### config.mk
export PLATFORM = sky130hd
export DESIGN_NAME = hfseq_top
export DESIGN_NICKNAME = d
export VERILOG_FILES = /design/src/hdl/hfseq_pkg.sv /design/src/hdl/hfseq_top.sv
export SDC_FILE = /design/constraint.sdc
export NUM_CORES = 1
export LEC_CHECK = 0
export BUFFER_PORTS_ARGS = -buffer_cell sky130_fd_sc_hd__buf_2
export CAP_MARGIN = 25
export CORE_ASPECT_RATIO = 1.25
export CORE_MARGIN = 5
export CORE_UTILIZATION = 54
export CTS_CLUSTER_DIAMETER = 30
export DETAILED_ROUTE_END_ITERATION = 8
export GPL_ROUTABILITY_DRIVEN = 0
export GPL_TIMING_DRIVEN = 0
export PLACE_DENSITY = 0.76
export SLEW_MARGIN = 20
export SYNTH_ARGS = -nofsm -noshare
export SYNTH_HDL_FRONTEND = slang
export SYNTH_SLANG_ARGS = --single-unit
### constraint.sdc
create_clock -name mclk_i -period 2.6 [get_ports mclk_i]
set_clock_uncertainty 0.05 [all_clocks]
set_input_delay 0 -clock mclk_i [delete_from_list [all_inputs] [get_ports mclk_i]]
set_output_delay 0 -clock mclk_i [all_outputs]
set_load 0.01 [all_outputs]
### src/hdl/hfseq_pkg.sv
// Purpose: Shared constants and carrier types for the hiccup fault sequencer
// Assumes: 125 MHz controller clock, 8 ns period
// Notes:   Analog levels are represented as unsigned codes of REF_W bits
package hfseq_pkg;
    localparam int    CLK_PERIOD_PS = 8000;
    // Timing figures as printed
    localparam real   COOL_MS       = 5.5;
    localparam real   SS_MS         = 3.6;
    localparam real   UV_US         = 7.0;
    localparam real   HS_BLANK_NS   = 200.0;
    localparam real   LS_DELAY_NS   = 50.0;
    // Cycle counts: least times round up, never below one cycle
    localparam int    COOL_CYC      = int'($ceil(COOL_MS * 1.0E9 / CLK_PERIOD_PS));
    localparam int    SS_CYC        = int'($ceil(SS_MS * 1.0E9 / CLK_PERIOD_PS));
    localparam int    UV_CYC        = int'($ceil(UV_US * 1.0E6 / CLK_PERIOD_PS));
    localparam int    HS_BLANK_CYC  = int'($ceil(HS_BLANK_NS * 1.0E3 / CLK_PERIOD_PS));
    localparam int    LS_DELAY_CYC  = int'($ceil(LS_DELAY_NS * 1.0E3 / CLK_PERIOD_PS));
    localparam int    TMR_W         = 20;
    localparam int    SHORT_W       = 10;
    localparam int    REF_W         = 16;
    localparam logic [4:0] LS_TRIP_CNT  = 5'h0F;
    localparam logic [5:0] LS_CLEAR_CNT = 6'h20;
    localparam logic [REF_W-1:0] REF_ZERO = 16'h0000;

    typedef enum logic [1:0] {HFSEQ_RUN, HFSEQ_COOL, HFSEQ_SOFT} hfseq_state_t;

    // Raw comparator pins from the power stage
    typedef struct packed {
        logic ls_ovc;
        logic hs_ovc;
        logic output_undervoltage_fault;
    } hfseq_cmp_t;

    // Gate commands from the PWM core
    typedef struct packed {
        logic hs_on;
        logic ls_on;
    } hfseq_gate_t;
endpackage

### src/hdl/hfseq_top.sv
// Purpose: Hiccup fault sequencer: fault detection, cool-down, internal soft-start
// Assumes: Comparators asynchronous to mclk_i; PWM gate requests synchronous
// Notes:   Soft-start ramp is a digital code compared against other reference codes
//          Gate outputs lag the PWM requests by one cycle
`timescale 1ns/1ps
`default_nettype none
module hfseq_top (
    // Clock and reset (reset = supply_low_lockout or shutdown)
    input  wire logic                          mclk_i,
    input  wire logic                          arst_n_i,
    // Fault comparators from the power stage
    input  wire hfseq_pkg::hfseq_cmp_t         cmp_i,
    // Gate requests from the PWM core
    input  wire hfseq_pkg::hfseq_gate_t        gate_req_i,
    // Reference sources
    input  wire logic [hfseq_pkg::REF_W-1:0]   bandgap_ref_i,
    input  wire logic [hfseq_pkg::REF_W-1:0]   ext_ss_level_i,
    input  wire logic                          ext_ss_done_i,
    // Gate drives and status
    output logic      [1:0]                    gate_o,
    output logic      [hfseq_pkg::REF_W-1:0]   ea_ref_o,
    output logic                               hiccup_o,
    output logic                               soft_start_o,
    output logic                               hiccup_enter_o
);
    localparam logic [hfseq_pkg::TMR_W-1:0] COOL_END =
        hfseq_pkg::TMR_W'(hfseq_pkg::COOL_CYC - 1);
    localparam logic [hfseq_pkg::TMR_W-1:0] SS_END =
        hfseq_pkg::TMR_W'(hfseq_pkg::SS_CYC - 1);
    localparam logic [hfseq_pkg::SHORT_W-1:0] UV_END =
        hfseq_pkg::SHORT_W'(hfseq_pkg::UV_CYC - 1);
    localparam logic [hfseq_pkg::SHORT_W-1:0] HS_BLANK =
        hfseq_pkg::SHORT_W'(hfseq_pkg::HS_BLANK_CYC);
    localparam logic [hfseq_pkg::SHORT_W-1:0] LS_DELAY =
        hfseq_pkg::SHORT_W'(hfseq_pkg::LS_DELAY_CYC);
    // Ramp step: full scale over the soft-start interval, at least one code
    localparam int RAMP_DIV = hfseq_pkg::SS_CYC / (1 << hfseq_pkg::REF_W);
    localparam logic [hfseq_pkg::TMR_W-1:0] RAMP_PRE =
        hfseq_pkg::TMR_W'((RAMP_DIV < 1) ? 0 : RAMP_DIV - 1);

    function automatic logic [hfseq_pkg::REF_W-1:0] min2(
        input logic [hfseq_pkg::REF_W-1:0] a,
        input logic [hfseq_pkg::REF_W-1:0] b
    );
        min2 = (a < b) ? a : b;
    endfunction

    // Two-stage synchronisers for the three comparators. They switch with the
    // power stage, not with mclk_i, so only the second stage is ever read;
    // the price is two cycles of extra fault latency.
    hfseq_pkg::hfseq_cmp_t sync1_r;
    hfseq_pkg::hfseq_cmp_t sync2_r;
    always_ff @(posedge mclk_i or negedge arst_n_i) begin
        if (!arst_n_i) begin
            sync1_r <= '0;
            sync2_r <= '0;
        end else begin
            sync1_r <= cmp_i;
            sync2_r <= sync1_r;
        end
    end
    wire ls_ovc_s = sync2_r.ls_ovc;
    wire hs_ovc_s = sync2_r.hs_ovc;
    wire uv_s     = sync2_r.output_undervoltage_fault;

    hfseq_pkg::hfseq_state_t state_r;
    hfseq_pkg::hfseq_state_t state_nxt;
    logic [hfseq_pkg::TMR_W-1:0]   tmr_r;
    logic [hfseq_pkg::TMR_W-1:0]   pre_r;
    logic [hfseq_pkg::REF_W-1:0]   iss_r;
    logic [hfseq_pkg::SHORT_W-1:0] hs_blank_r;
    logic [hfseq_pkg::SHORT_W-1:0] ls_dly_r;
    logic [hfseq_pkg::SHORT_W-1:0] uv_cnt_r;
    logic [4:0]                    ls_cnt_r;
    logic [5:0]                    ls_clean_r;
    logic                          hs_req_d_r;
    logic                          ls_req_d_r;
    logic                          ls_armed_r;

    // Edges of the PWM gate requests
    wire hs_rise  = gate_req_i.hs_on & ~hs_req_d_r;
    wire ls_rise  = gate_req_i.ls_on & ~ls_req_d_r;
    // Off time starts when the high side turns off
    wire off_start = ~gate_req_i.hs_on & hs_req_d_r;

    wire running    = (state_r == hfseq_pkg::HFSEQ_RUN);
    wire in_ss      = (state_r == hfseq_pkg::HFSEQ_SOFT) | ~ext_ss_done_i;
    // Samples during cool-down are dropped: gates are off, and a stale level
    // must not preload the counter for the next run
    wire cooling    = (state_r == hfseq_pkg::HFSEQ_COOL);

    // High-side trip, masked while the blanking counter runs
    wire hs_blanked = (hs_blank_r != '0) | hs_rise;
    wire hs_trip    = hs_ovc_s & gate_req_i.hs_on & ~hs_blanked;

    // Low-side sample: once per off time, no earlier than the settle delay
    wire ls_sample  = ls_armed_r & (ls_dly_r == '0) & gate_req_i.ls_on & ~cooling;
    wire ls_event   = ls_sample & ls_ovc_s;
    wire ls_trip    = ls_event & (ls_cnt_r == hfseq_pkg::LS_TRIP_CNT - 5'h01);

    wire uv_trip    = ~in_ss & uv_s & (uv_cnt_r == UV_END);

    wire fault      = (state_r != hfseq_pkg::HFSEQ_COOL) & (hs_trip | ls_trip | uv_trip);

    wire cool_done  = (state_r == hfseq_pkg::HFSEQ_COOL) & (tmr_r == COOL_END);
    wire ss_done    = (state_r == hfseq_pkg::HFSEQ_SOFT) & (tmr_r == SS_END);
    wire ramp_step  = (state_r == hfseq_pkg::HFSEQ_SOFT) & (pre_r == RAMP_PRE)
                      & (iss_r != '1);

    always_comb begin
        state_nxt = state_r;
        case (state_r)
            hfseq_pkg::HFSEQ_RUN:  begin
                if (fault) begin
                    state_nxt = hfseq_pkg::HFSEQ_COOL;
                end
            end
            hfseq_pkg::HFSEQ_COOL: begin
                if (cool_done) begin
                    state_nxt = hfseq_pkg::HFSEQ_SOFT;
                end
            end
            hfseq_pkg::HFSEQ_SOFT: begin
                if (fault) begin
                    state_nxt = hfseq_pkg::HFSEQ_COOL;
                end else if (ss_done) begin
                    state_nxt = hfseq_pkg::HFSEQ_RUN;
                end
            end
            default: state_nxt = hfseq_pkg::HFSEQ_COOL;
        endcase
    end

    // Any trip is a hiccup entry; cool-down ignores faults, so entry lasts one cycle
    wire enter   = fault;
    wire tmr_clr = enter | cool_done | ss_done;

    // One timer serves cool-down and soft-start; it idles in regulation so that
    // a long run can never wrap it into a false end of interval
    logic [hfseq_pkg::TMR_W-1:0] tmr_nxt;
    always_comb begin
        if (tmr_clr) begin
            tmr_nxt = '0;
        end else if (running) begin
            tmr_nxt = tmr_r;
        end else begin
            tmr_nxt = tmr_r + 1'b1;
        end
    end

    always_ff @(posedge mclk_i or negedge arst_n_i) begin
        if (!arst_n_i) begin
            state_r <= hfseq_pkg::HFSEQ_RUN;
            tmr_r   <= '0;
        end else begin
            state_r <= state_nxt;
            tmr_r   <= tmr_nxt;
        end
    end

    // Internal soft-start level: cleared on entry, ramps during soft-start.
    // Full scale outside hiccup keeps it out of the minimum select, and the
    // ramp stops at full scale so it never wraps back to zero.
    logic [hfseq_pkg::REF_W-1:0] iss_nxt;
    logic [hfseq_pkg::TMR_W-1:0] pre_nxt;
    always_comb begin
        iss_nxt = iss_r;
        if (enter) begin
            iss_nxt = hfseq_pkg::REF_ZERO;
        end else if (ss_done) begin
            iss_nxt = '1;
        end else if (ramp_step) begin
            iss_nxt = iss_r + 1'b1;
        end
        pre_nxt = (tmr_clr | ramp_step) ? '0 : pre_r + 1'b1;
    end

    always_ff @(posedge mclk_i or negedge arst_n_i) begin
        if (!arst_n_i) begin
            iss_r <= '1;
            pre_r <= '0;
        end else begin
            iss_r <= iss_nxt;
            pre_r <= pre_nxt;
        end
    end

    // Request edge history; idle requests are low, so reset shows no false edge
    always_ff @(posedge mclk_i or negedge arst_n_i) begin
        if (!arst_n_i) begin
            hs_req_d_r <= 1'b0;
            ls_req_d_r <= 1'b0;
        end else begin
            hs_req_d_r <= gate_req_i.hs_on;
            ls_req_d_r <= gate_req_i.ls_on;
        end
    end

    // High-side blanking: reloaded on every turn-on, so a short off time
    // cannot shorten the mask of the next pulse
    always_ff @(posedge mclk_i or negedge arst_n_i) begin
        if (!arst_n_i) begin
            hs_blank_r <= '0;
        end else if (hs_rise) begin
            hs_blank_r <= HS_BLANK - 1'b1;
        end else if (hs_blank_r != '0) begin
            hs_blank_r <= hs_blank_r - 1'b1;
        end
    end

    // Low-side settle delay before the first comparison
    always_ff @(posedge mclk_i or negedge arst_n_i) begin
        if (!arst_n_i) begin
            ls_dly_r <= '0;
        end else if (ls_rise) begin
            ls_dly_r <= LS_DELAY - 1'b1;
        end else if (ls_dly_r != '0) begin
            ls_dly_r <= ls_dly_r - 1'b1;
        end
    end

    // One sample per off time: armed at high-side turn-off, spent by the sample
    always_ff @(posedge mclk_i or negedge arst_n_i) begin
        if (!arst_n_i) begin
            ls_armed_r <= 1'b0;
        end else if (ls_sample) begin
            ls_armed_r <= 1'b0;
        end else if (off_start) begin
            ls_armed_r <= 1'b1;
        end
    end

    // Low-side event counter with clean-cycle reset
    always_ff @(posedge mclk_i or negedge arst_n_i) begin
        if (!arst_n_i) begin
            ls_cnt_r   <= '0;
            ls_clean_r <= '0;
        end else if (enter) begin
            ls_cnt_r   <= '0;
            ls_clean_r <= '0;
        end else if (ls_event) begin
            ls_cnt_r   <= ls_cnt_r + 5'h01;
            ls_clean_r <= '0;
        end else if (ls_sample) begin
            if (ls_clean_r == hfseq_pkg::LS_CLEAR_CNT - 6'h01) begin
                ls_cnt_r   <= '0;
                ls_clean_r <= '0;
            end else begin
                ls_clean_r <= ls_clean_r + 6'h01;
            end
        end
    end

    // Undervoltage glitch filter: must hold continuously.
    // Any gap restarts the count, so short dips never add up across pulses.
    always_ff @(posedge mclk_i or negedge arst_n_i) begin
        if (!arst_n_i) begin
            uv_cnt_r <= '0;
        end else if (!uv_s || in_ss || !running) begin
            uv_cnt_r <= '0;
        end else if (uv_cnt_r != UV_END) begin
            uv_cnt_r <= uv_cnt_r + 1'b1;
        end
    end

    // Outputs: gates registered, forced off outside regulation or soft-start.
    // The next state is used so the gates drop at the trip edge itself,
    // a cycle sooner than the registered state would allow.
    wire gates_ok = (state_nxt != hfseq_pkg::HFSEQ_COOL);
    wire [hfseq_pkg::REF_W-1:0] ref_min =
        min2(min2(bandgap_ref_i, ext_ss_level_i), iss_r);

    always_ff @(posedge mclk_i or negedge arst_n_i) begin
        if (!arst_n_i) begin
            gate_o         <= 2'h0;
            ea_ref_o       <= '0;
            hiccup_enter_o <= 1'b0;
        end else begin
            gate_o         <= gates_ok ? gate_req_i : 2'h0;
            ea_ref_o       <= ref_min;
            hiccup_enter_o <= enter;
        end
    end

    assign hiccup_o     = (state_r == hfseq_pkg::HFSEQ_COOL);
    assign soft_start_o = (state_r == hfseq_pkg::HFSEQ_SOFT);
endmodule
`default_nettype wire

==> results of run 1 <==
power breakdown:
group	switching (mW)	total (mW)	internal, mW	leakage (nW)
clock network	0.826	2.53	1.70	0.309
logic	1.71	3.14	1.43	2.39
registers	0.489	3.00	2.51	1.59
total	3.03	8.67	5.64	4.29
state kept, by name, indices dropped and copies added, names as in the netlist, 3 cells and up:
name	flops
ls_clean_r	6
ea_ref_o	16
ls_cnt_r	5
uv_cnt_r	10
ls_dly_r	10
iss_r	16
pre_r	20
sync1_r	3
tmr_r	20
hs_blank_r	10
worst max-delay path by stage:
stage	startpoint	endpoint	slack, ps	cells after the start
after floorplan	ext_ss_level_i[11]	ea_ref_o[10]$_DFF_PN0_	-970	17
after global placement	ext_ss_level_i[11]	ea_ref_o[6]$_DFF_PN0_	-1460	18
after detailed placement	ext_ss_level_i[11]	ea_ref_o[6]$_DFF_PN0_	-1530	18
after CTS	ext_ss_level_i[11]	ea_ref_o[6]$_DFF_PN0_	-950	19
after global routing	ext_ss_level_i[11]	ea_ref_o[13]$_DFF_PN0_	-1160	19
final	bandgap_ref_i[10]	ea_ref_o[6]$_DFF_PN0_	-1130	18
synth_stat cells, types with 4 or more instances:
cell type | number | area, um^2
sky130_fd_sc_hd__a211oi_1 | 5 | 37.5
sky130_fd_sc_hd__a21oi_1 | 43 | 215
sky130_fd_sc_hd__a31oi_1 | 7 | 43.8
sky130_fd_sc_hd__and3_1 | 10 | 62.6
sky130_fd_sc_hd__and4_1 | 10 | 87.6
sky130_fd_sc_hd__clkbuf_1 | 8 | 30.0
sky130_fd_sc_hd__dfrtp_1 | 111 | 2780
sky130_fd_sc_hd__dfstp_2 | 16 | 420
sky130_fd_sc_hd__ha_1 | 43 | 538
sky130_fd_sc_hd__inv_1 | 51 | 191
sky130_fd_sc_hd__mux2_2 | 21 | 236
sky130_fd_sc_hd__mux2_4 | 10 | 150
sky130_fd_sc_hd__nand2_1 | 52 | 195
sky130_fd_sc_hd__nand3_1 | 40 | 200
sky130_fd_sc_hd__nand4_1 | 16 | 100
sky130_fd_sc_hd__nor2_1 | 82 | 308
sky130_fd_sc_hd__nor2b_1 | 6 | 37.5
sky130_fd_sc_hd__nor3_1 | 17 | 85.1
sky130_fd_sc_hd__nor3b_1 | 4 | 30.0
sky130_fd_sc_hd__nor4_1 | 16 | 100
sky130_fd_sc_hd__o211ai_1 | 4 | 30.0
sky130_fd_sc_hd__o21ai_0 | 28 | 140
sky130_fd_sc_hd__or2_2 | 6 | 37.5
sky130_fd_sc_hd__or3_1 | 9 | 56.3
sky130_fd_sc_hd__xnor2_1 | 32 | 280
sky130_fd_sc_hd__xor2_1 | 33 | 289
critical path, cell delays in order:
cell and delay [ps]:
sky130_fd_sc_hd__buf_6 110, sky130_fd_sc_hd__ha_4 260, sky130_fd_sc_hd__nand4_1 140, sky130_fd_sc_hd__or4_1 550, sky130_fd_sc_hd__a221o_1 340, sky130_fd_sc_hd__nand3_4 150, sky130_fd_sc_hd__buf_12 140, sky130_fd_sc_hd__mux2_4 320
sky130_fd_sc_hd__ha_4 280, sky130_fd_sc_hd__a211oi_2 60, sky130_fd_sc_hd__o211ai_1 360, sky130_fd_sc_hd__buf_4 220, sky130_fd_sc_hd__nand2_4 50, sky130_fd_sc_hd__o21a_1 100, sky130_fd_sc_hd__a311o_1 320, sky130_fd_sc_hd__buf_6 150
sky130_fd_sc_hd__buf_12 140, sky130_fd_sc_hd__mux2_4 310
logic make-up after synthesis:
family | Yosys count | share of synthesized area [%]
muxes | 33 | 5.76
DFF | 127 | 45.3
xor gates and xnor gates | 65 | 8.06
AOI/OAI and AO/OA | 109 | 9.23
buffers and inverters | 64 | 3.68
and+or+nand+nor | 286 | 20.4
adders and majority gates | 43 | 7.61
through the flow:
stage	cell area, um^2	power, mW
finish	9370	8.67
global route	9370	9.14
CTS	9190	8.38
detailed placement	7870	5.47
global placement	7830	5.33
floorplan	7320	4.75
routing by layer:
| metal | up-vias | GRT usage (%) | wire length [um] |
|---|---|---|---|
| li1 | 2859 | - | - |
| met1 | 3013 | 27.0 | 7160 |
| met2 | 234 | 43.0 | 9990 |
| met3 | 69 | 4.45 | 999 |
| met4 | 0 | 11.8 | 704 |
| met5 | - | 0 | 0 |
what timing repair did:
item                                    in CTS  in global routing
endpoints found under the setup margin      83                 67
setup buffers                               14                 16
gates cloned                                 2                  0
resized for setup                           54                 14
endpoints found under the hold margin       90                  0
hold buffers                                29                  0
pin swaps                                   19                 18
layout make-up:
| cell class | instances | area, um^2 | area share (%) |
|---|---|---|---|
| tap | 168 | 210 | 2.24 |
| clock buffer | 26 | 499 | 5.33 |
| buffer | 13 | 92.6 | 0.988 |
| timing repair buffer | 121 | 960 | 10.2 |
| inverter | 51 | 209 | 2.23 |
| sequential | 127 | 3200 | 34.1 |
| clock inverter | 6 | 130 | 1.39 |
| multi-input combinational | 536 | 4070 | 43.4 |
==> results, run 1 <==
- Across all register-to-register paths, the minimum setup slack is -250 ps.
- TritonCTS built the clock tree.
- The library cells used most frequently in the layout, excluding fill and tap cells, are 111 x sky130_fd_sc_hd__dfrtp_1, 82 x sky130_fd_sc_hd__nor2_1, 51 x sky130_fd_sc_hd__buf_2, 49 x sky130_fd_sc_hd__nand2_1, 45 x sky130_fd_sc_hd__inv_1.
- In this run the critical register-to-register path is launched from iss_r[11]$_DFFE_PN1P_.
- Across the run, the number of max-cap violations was 0.
- The worst endpoint required time is 2850 ps.
- The number of cells on the worst reg-to-reg path is 11.
- The final max-slew violation count is 0.
- For the final routed database, the setup TNS stands at -17390 ps.
- STA classifies the critical path endpoint as a flip-flop.
- Synthesis produced 727 cells.
- The detailed router finished its first iteration with 512 violations.
- Port buffering added 60 buffers.
- After synthesis the cells add up to 7070 um^2.
- The via density per instance is 5.89.
- In the synthesized netlist the async set-or-reset flop fraction comes to 100%.
- The count of clock tree sinks is 127.
- The HPWL reported at the end of detailed placement is 11600 um.
- The worst setup path is launched from an input port.
- The final setup violation count is 16.
- Of the cells placed in the final design, the portion with a size suffix greater than 1 is 25.8%.
- Once layout is complete, the utilization of the core stands at 73.3%.
- The global-route usage over all layers is 23.8%.
- The number of rows in the core area is 46.
- The worst-case IR drop observed on VDD is 533 uV.
- The insertion delay of the later-clocked pin in the worst-skew pair is 420 ps.
- Yosys printed 0 warnings.
- Fill cells in the final layout number 866.
- Setup repair after global routing could not meet its margin everywhere.
- The top fanout value on the critical path is 5.
- The width of the chip is 112 um.
- The remaining global-route overflow is 0.
- The worst slack after detailed placement is -1530 ps.
- The via count of the first global-routing pass is 6313.
- In the routed design, unresolved DRC markers number 0.
- For this block, the via count after detailed routing is 6175.
- The worst hold-check path type is input port to flip-flop.
- The effective utilization at floorplan is 55.3%.
- The synthesized design contains 127 register bits.
- The maximum number of pins on one net before global-route repair is 68.
- For this design the static power due to leakage is 4.29 nW.
- The die extent in y is 138 um.
- The total count of hold-check failures in the final report is 0.
- The startpoint identified for the worst hold timing path is ext_ss_level_i[9].
- The global-route wire length before repair is 29700 um.
- For the pin with the worst max-slew slack, the measured transition is 771 ps.
- The sequential share of the synthesized area is 45.3%.
- The endpoint identified for the worst register-to-register timing path is ea_ref_o[6]$_DFF_PN0_.
- The worst hold path terminates at ea_ref_o[9]$_DFF_PN0_.
- The CTS root buffer is sky130_fd_sc_hd__clkbuf_16.
- The total routed wirelength is 18900 um.
- In this run the power density over the cells is 925 nW/um^2.
- Dividing the detail-routed wire length by the instance count gives 18.0 um.
- The slack of the critical path is -1130 ps.
- The number of clock buffers added by TritonCTS is 17.
- The number of antenna violations at the first check in global routing is 0.
- The maximum clock rate is 0.268 GHz.
- The core region is 12800 um^2.
- The first-pass detailed-route iteration total is 5.
- The number of nets in the layout is 950.
- The critical path in this run is classified as input port to flip-flop.
- The cell count after placement is 956.
- CTS built an H-tree with a depth of 4.
- After the flow finishes, the layout carries non-filler instances totaling 1048.
- The layout overhead on the synthesized area is 32.6%.
- The number of distinct standard cells referenced by the synthesized netlist is 54.
- The deepest clock path buffer count is 2.
- The arrival time at the worst endpoint is 3980 ps.
- Yosys mapped a number of flops with a built-in enable equal to 0.
- The leading cell type in the layout, fill and taps excluded is sky130_fd_sc_hd__dfrtp_1.
- The clock-pin slew on the worst setup and hold paths is 60 ps.
- The flow ran to the end, but the final reports show violations.
- Of the available clock period, the critical path in the final layout requires 144%.
- The net count of the mapped netlist is 810.
- The shortest clock period the worst path allows after layout is 3730 ps.
- The worst pin sits at a relative slew slack of 47.9%.
- The number of antenna diodes in the final layout is 0.
- A synthesized cell averages 9.72 um^2.
- During I/O placement, the number of pins put on the boundary was 61.
- Hold timing on the final database bottoms out at a slack of 27.8 ps.
- The count of nets left with antenna violations once routing finished came out at 0.
- The prevailing post-synth register cell is sky130_fd_sc_hd__dfrtp_1.
- The checks that failed: setup timing.
- The worst hold path was traced through 4 stages.
- The die area is 15500 um^2.
(Power assumes the default switching activity.)
==> run 2, diff against run 1 <==
- CORE_ASPECT_RATIO: 1.25 -> 0.9
- CORE_UTILIZATION: 54 -> 58
- PLACE_DENSITY: 0.76 -> 0.78
- clock period: 2.6 -> 4.48 ns (I/O delays scaled with it)
==> results, run 2 (same netlist as run 1, synthesis figures left out) <==
- The effective utilization at floorplan is 59.0%.
- TritonCTS built the clock tree.
- The clock drives 127 sinks.
- The count of routing violations after the opening detailed-route iteration is 588.
- The worst reg-to-reg path cell count is 9.
- The HPWL reported at the end of detailed placement is 11100 um.
- The arrival time at the worst endpoint is 4540 ps.
- In this run, placement finished with an instance count of 948.
- The analysis attributes to cell leakage a power of 4.04 nW.
- Setup violations remaining at the end of the flow were counted as 0.
- For this block, the via count after detailed routing is 5866.
- The count of cells along the worst hold path is 3.
- The floorplan step defined a die boundary enclosing 14500 um^2.
- The die is 115 um tall.
- For flop-to-flop paths, the worst setup slack is 1180 ps.
- The class of the most critical setup path is input port to flip-flop.
- Hold is met by 49.7 ps.
- The path with the worst hold slack has its endpoint at uv_cnt_r[1]$_DFFE_PN0P_.
- At the end of the flow the core is filled with cells to 72.0%.
- The detailed-route wire length per cell is 16.4 um.
- The via count of the first global-routing pass came to 6173.
- The repair_antennas step left the layout with diodes totalling 0.
- The post-route DRC violation count is 0.
- The maximum clock rate is 0.233 GHz.
- At the pin with the least slew margin, the transition time is 1010 ps.
- The width of the chip is 126 um.
- Registers take 3200 um^2.
- The H-tree was split into 4 levels.
- The number of antenna violations at the first check in global routing is 0.
- The multi-input combinational cell area is 3620 um^2.
- The number of buffers added on ports is 60.
- During I/O placement, the number of pins put on the boundary was 61.
- The type of element capturing the critical path is a flip-flop.
- Along the worst path, the maximum fanout reaches 10.
- The worst slew slack as a fraction of its limit is 31.8%.
- The number of post-CTS setup repair buffers is 0.
- The maximum number of pins on one net before global-route repair is 70.
- Once detail routing completed, the nets flagged for antenna violations numbered 0.
- Setup repair after global routing left no endpoint under its margin.
- The total count of hold-check failures in the final report came to 0.
- Power spread over the standard cell area amounts to 537 nW/um^2.
- The design draws 4.63 mW.
- The startpoint identified for the worst register-to-register timing path is uv_cnt_r[0]$_DFFE_PN0P_.
- Across the run, the number of max-cap violations was 0.
- The startpoint of the worst hold path is ext_ss_done_i.
- In this run the deepest clock path goes through 2 buffers.
- The first global-routing pass estimated 29000 um of wire.
- The final max-slew violation count is 0.
- The routed design has 16700 um of wire.
- The first detailed-routing pass took 5 iterations.
- The worst-case IR drop observed on VDD is 254 uV.
- The CTS root buffer is sky130_fd_sc_hd__clkbuf_16.
- The final-layout fill cell count is 827.
- The shortest clock period the worst path allows after layout is 4290 ps.
- In the routed layout, each cell is associated on average with a via count of 5.76.
- Clock tree synthesis inserted a total of 17 buffers.
- At the end of the flow, the number of nets in the layout was 928.
- The run finished with clean final reports.
- The kind of start point of the critical path is an input port.
- The worst endpoint required time is 4730 ps.
- The clock-pin slew on the worst setup and hold paths is 50 ps.
- The leading cell type in the layout, fill and taps excluded is sky130_fd_sc_hd__dfrtp_1.
- The layout overhead on the synthesized area is 22.0%.
- The remaining global-route overflow is 0.
- The insertion delay of the later-clocked pin in the worst-skew pair is 420 ps.
- The fraction of layout cells with a size suffix above 1 is 17.4%.
- The largest registers in the layout are pre_r: 20 flops, tmr_r: 20 flops.
- The count of non-filler cells in the finished layout is 1018.
- The final critical-path share of the clock period is 95.8%.
- The worst hold-check path type is input port to flip-flop.
- The core region is 12000 um^2.
- The library cells used most frequently in the layout, excluding fill and tap cells, are 111 x sky130_fd_sc_hd__dfrtp_1, 82 x sky130_fd_sc_hd__nor2_1, 59 x sky130_fd_sc_hd__buf_2, 52 x sky130_fd_sc_hd__nand2_1, 51 x sky130_fd_sc_hd__inv_1.
- The global-route usage over all layers is 24.4%.
- The endpoint of the most critical register-to-register path is tmr_r[16]$_DFFE_PN0P_.
- The number of rows in the core area is 38.
run 2: power by group:
part | switching (mW) | total [mW] | internal (mW)
combinational | 0.828 | 1.47 | 0.638
clock | 0.483 | 1.44 | 0.958
sequential | 0.266 | 1.72 | 1.46
total | 1.58 | 4.63 | 3.05
run 2: metal layers:
| metal | wire length, um | track usage, % | up-vias |
|---|---|---|---|
| met2 | 8080 | 40.7 | 194 |
| li1 | - | - | 2813 |
| met1 | 7340 | 30.5 | 2818 |
| met4 | 421 | 9.72 | 0 |
| met5 | 0 | 0 | - |
| met3 | 843 | 6.67 | 41 |
run 2: per-stage QoR:
step                setup TNS, ps  cell area [um^2]  setup WS, ps
finish                          0              8620           189
global route                    0              8620          21.2
CTS                             0              8600          35.9
detailed placement          -1420              7600          -152
global placement             -737              7570         -77.4
floorplan                       0              7070           434
run 2: cell type report:
type / instances / area share, %
plain buffers: 13 / 0.827
clock buffers: 22 / 5.38
inverters: 51 / 2.22
multi-input cells: 536 / 42.0
repair buffers: 99 / 8.29
flip-flops and latches: 127 / 37.1
clock inverters: 10 / 1.86
well taps: 160 / 2.32
run 2: worst max path at each step:
stage / startpoint / end / slack [ps]
after floorplan: ext_ss_level_i[15] / ea_ref_o[10]$_DFF_PN0_ / 430
after detailed placement: ext_ss_level_i[15] / ea_ref_o[14]$_DFF_PN0_ / -150
final: ext_ss_level_i[4] / ea_ref_o[14]$_DFF_PN0_ / 190
after CTS: ext_ss_level_i[4] / ea_ref_o[11]$_DFF_PN0_ / 40
after global routing: ext_ss_level_i[4] / ea_ref_o[14]$_DFF_PN0_ / 20
after global placement: ext_ss_level_i[15] / ea_ref_o[10]$_DFF_PN0_ / -80
run 2: worst max-delay path: stages:
cell	delay, ps
sky130_fd_sc_hd__dlygate4sd3_1	520
sky130_fd_sc_hd__buf_2	110
sky130_fd_sc_hd__inv_1	40
sky130_fd_sc_hd__ha_1	250
sky130_fd_sc_hd__nand2_1	40
sky130_fd_sc_hd__or4_1	400
sky130_fd_sc_hd__a221o_1	340
sky130_fd_sc_hd__nand3_2	190
sky130_fd_sc_hd__buf_4	220
sky130_fd_sc_hd__mux2_2	380
sky130_fd_sc_hd__ha_1	340
sky130_fd_sc_hd__a211oi_2	90
sky130_fd_sc_hd__o211ai_1	320
sky130_fd_sc_hd__a211oi_1	130
sky130_fd_sc_hd__and4_1	220
sky130_fd_sc_hd__a311o_1	330
sky130_fd_sc_hd__buf_6	140
sky130_fd_sc_hd__buf_8	150
sky130_fd_sc_hd__mux2_4	300
run 2: timing repair:
action	CTS	global route
hold endpoints to repair	152	0
endpoints found under the setup margin	0	16
gates resized for setup	0	6
hold buffers	38	0
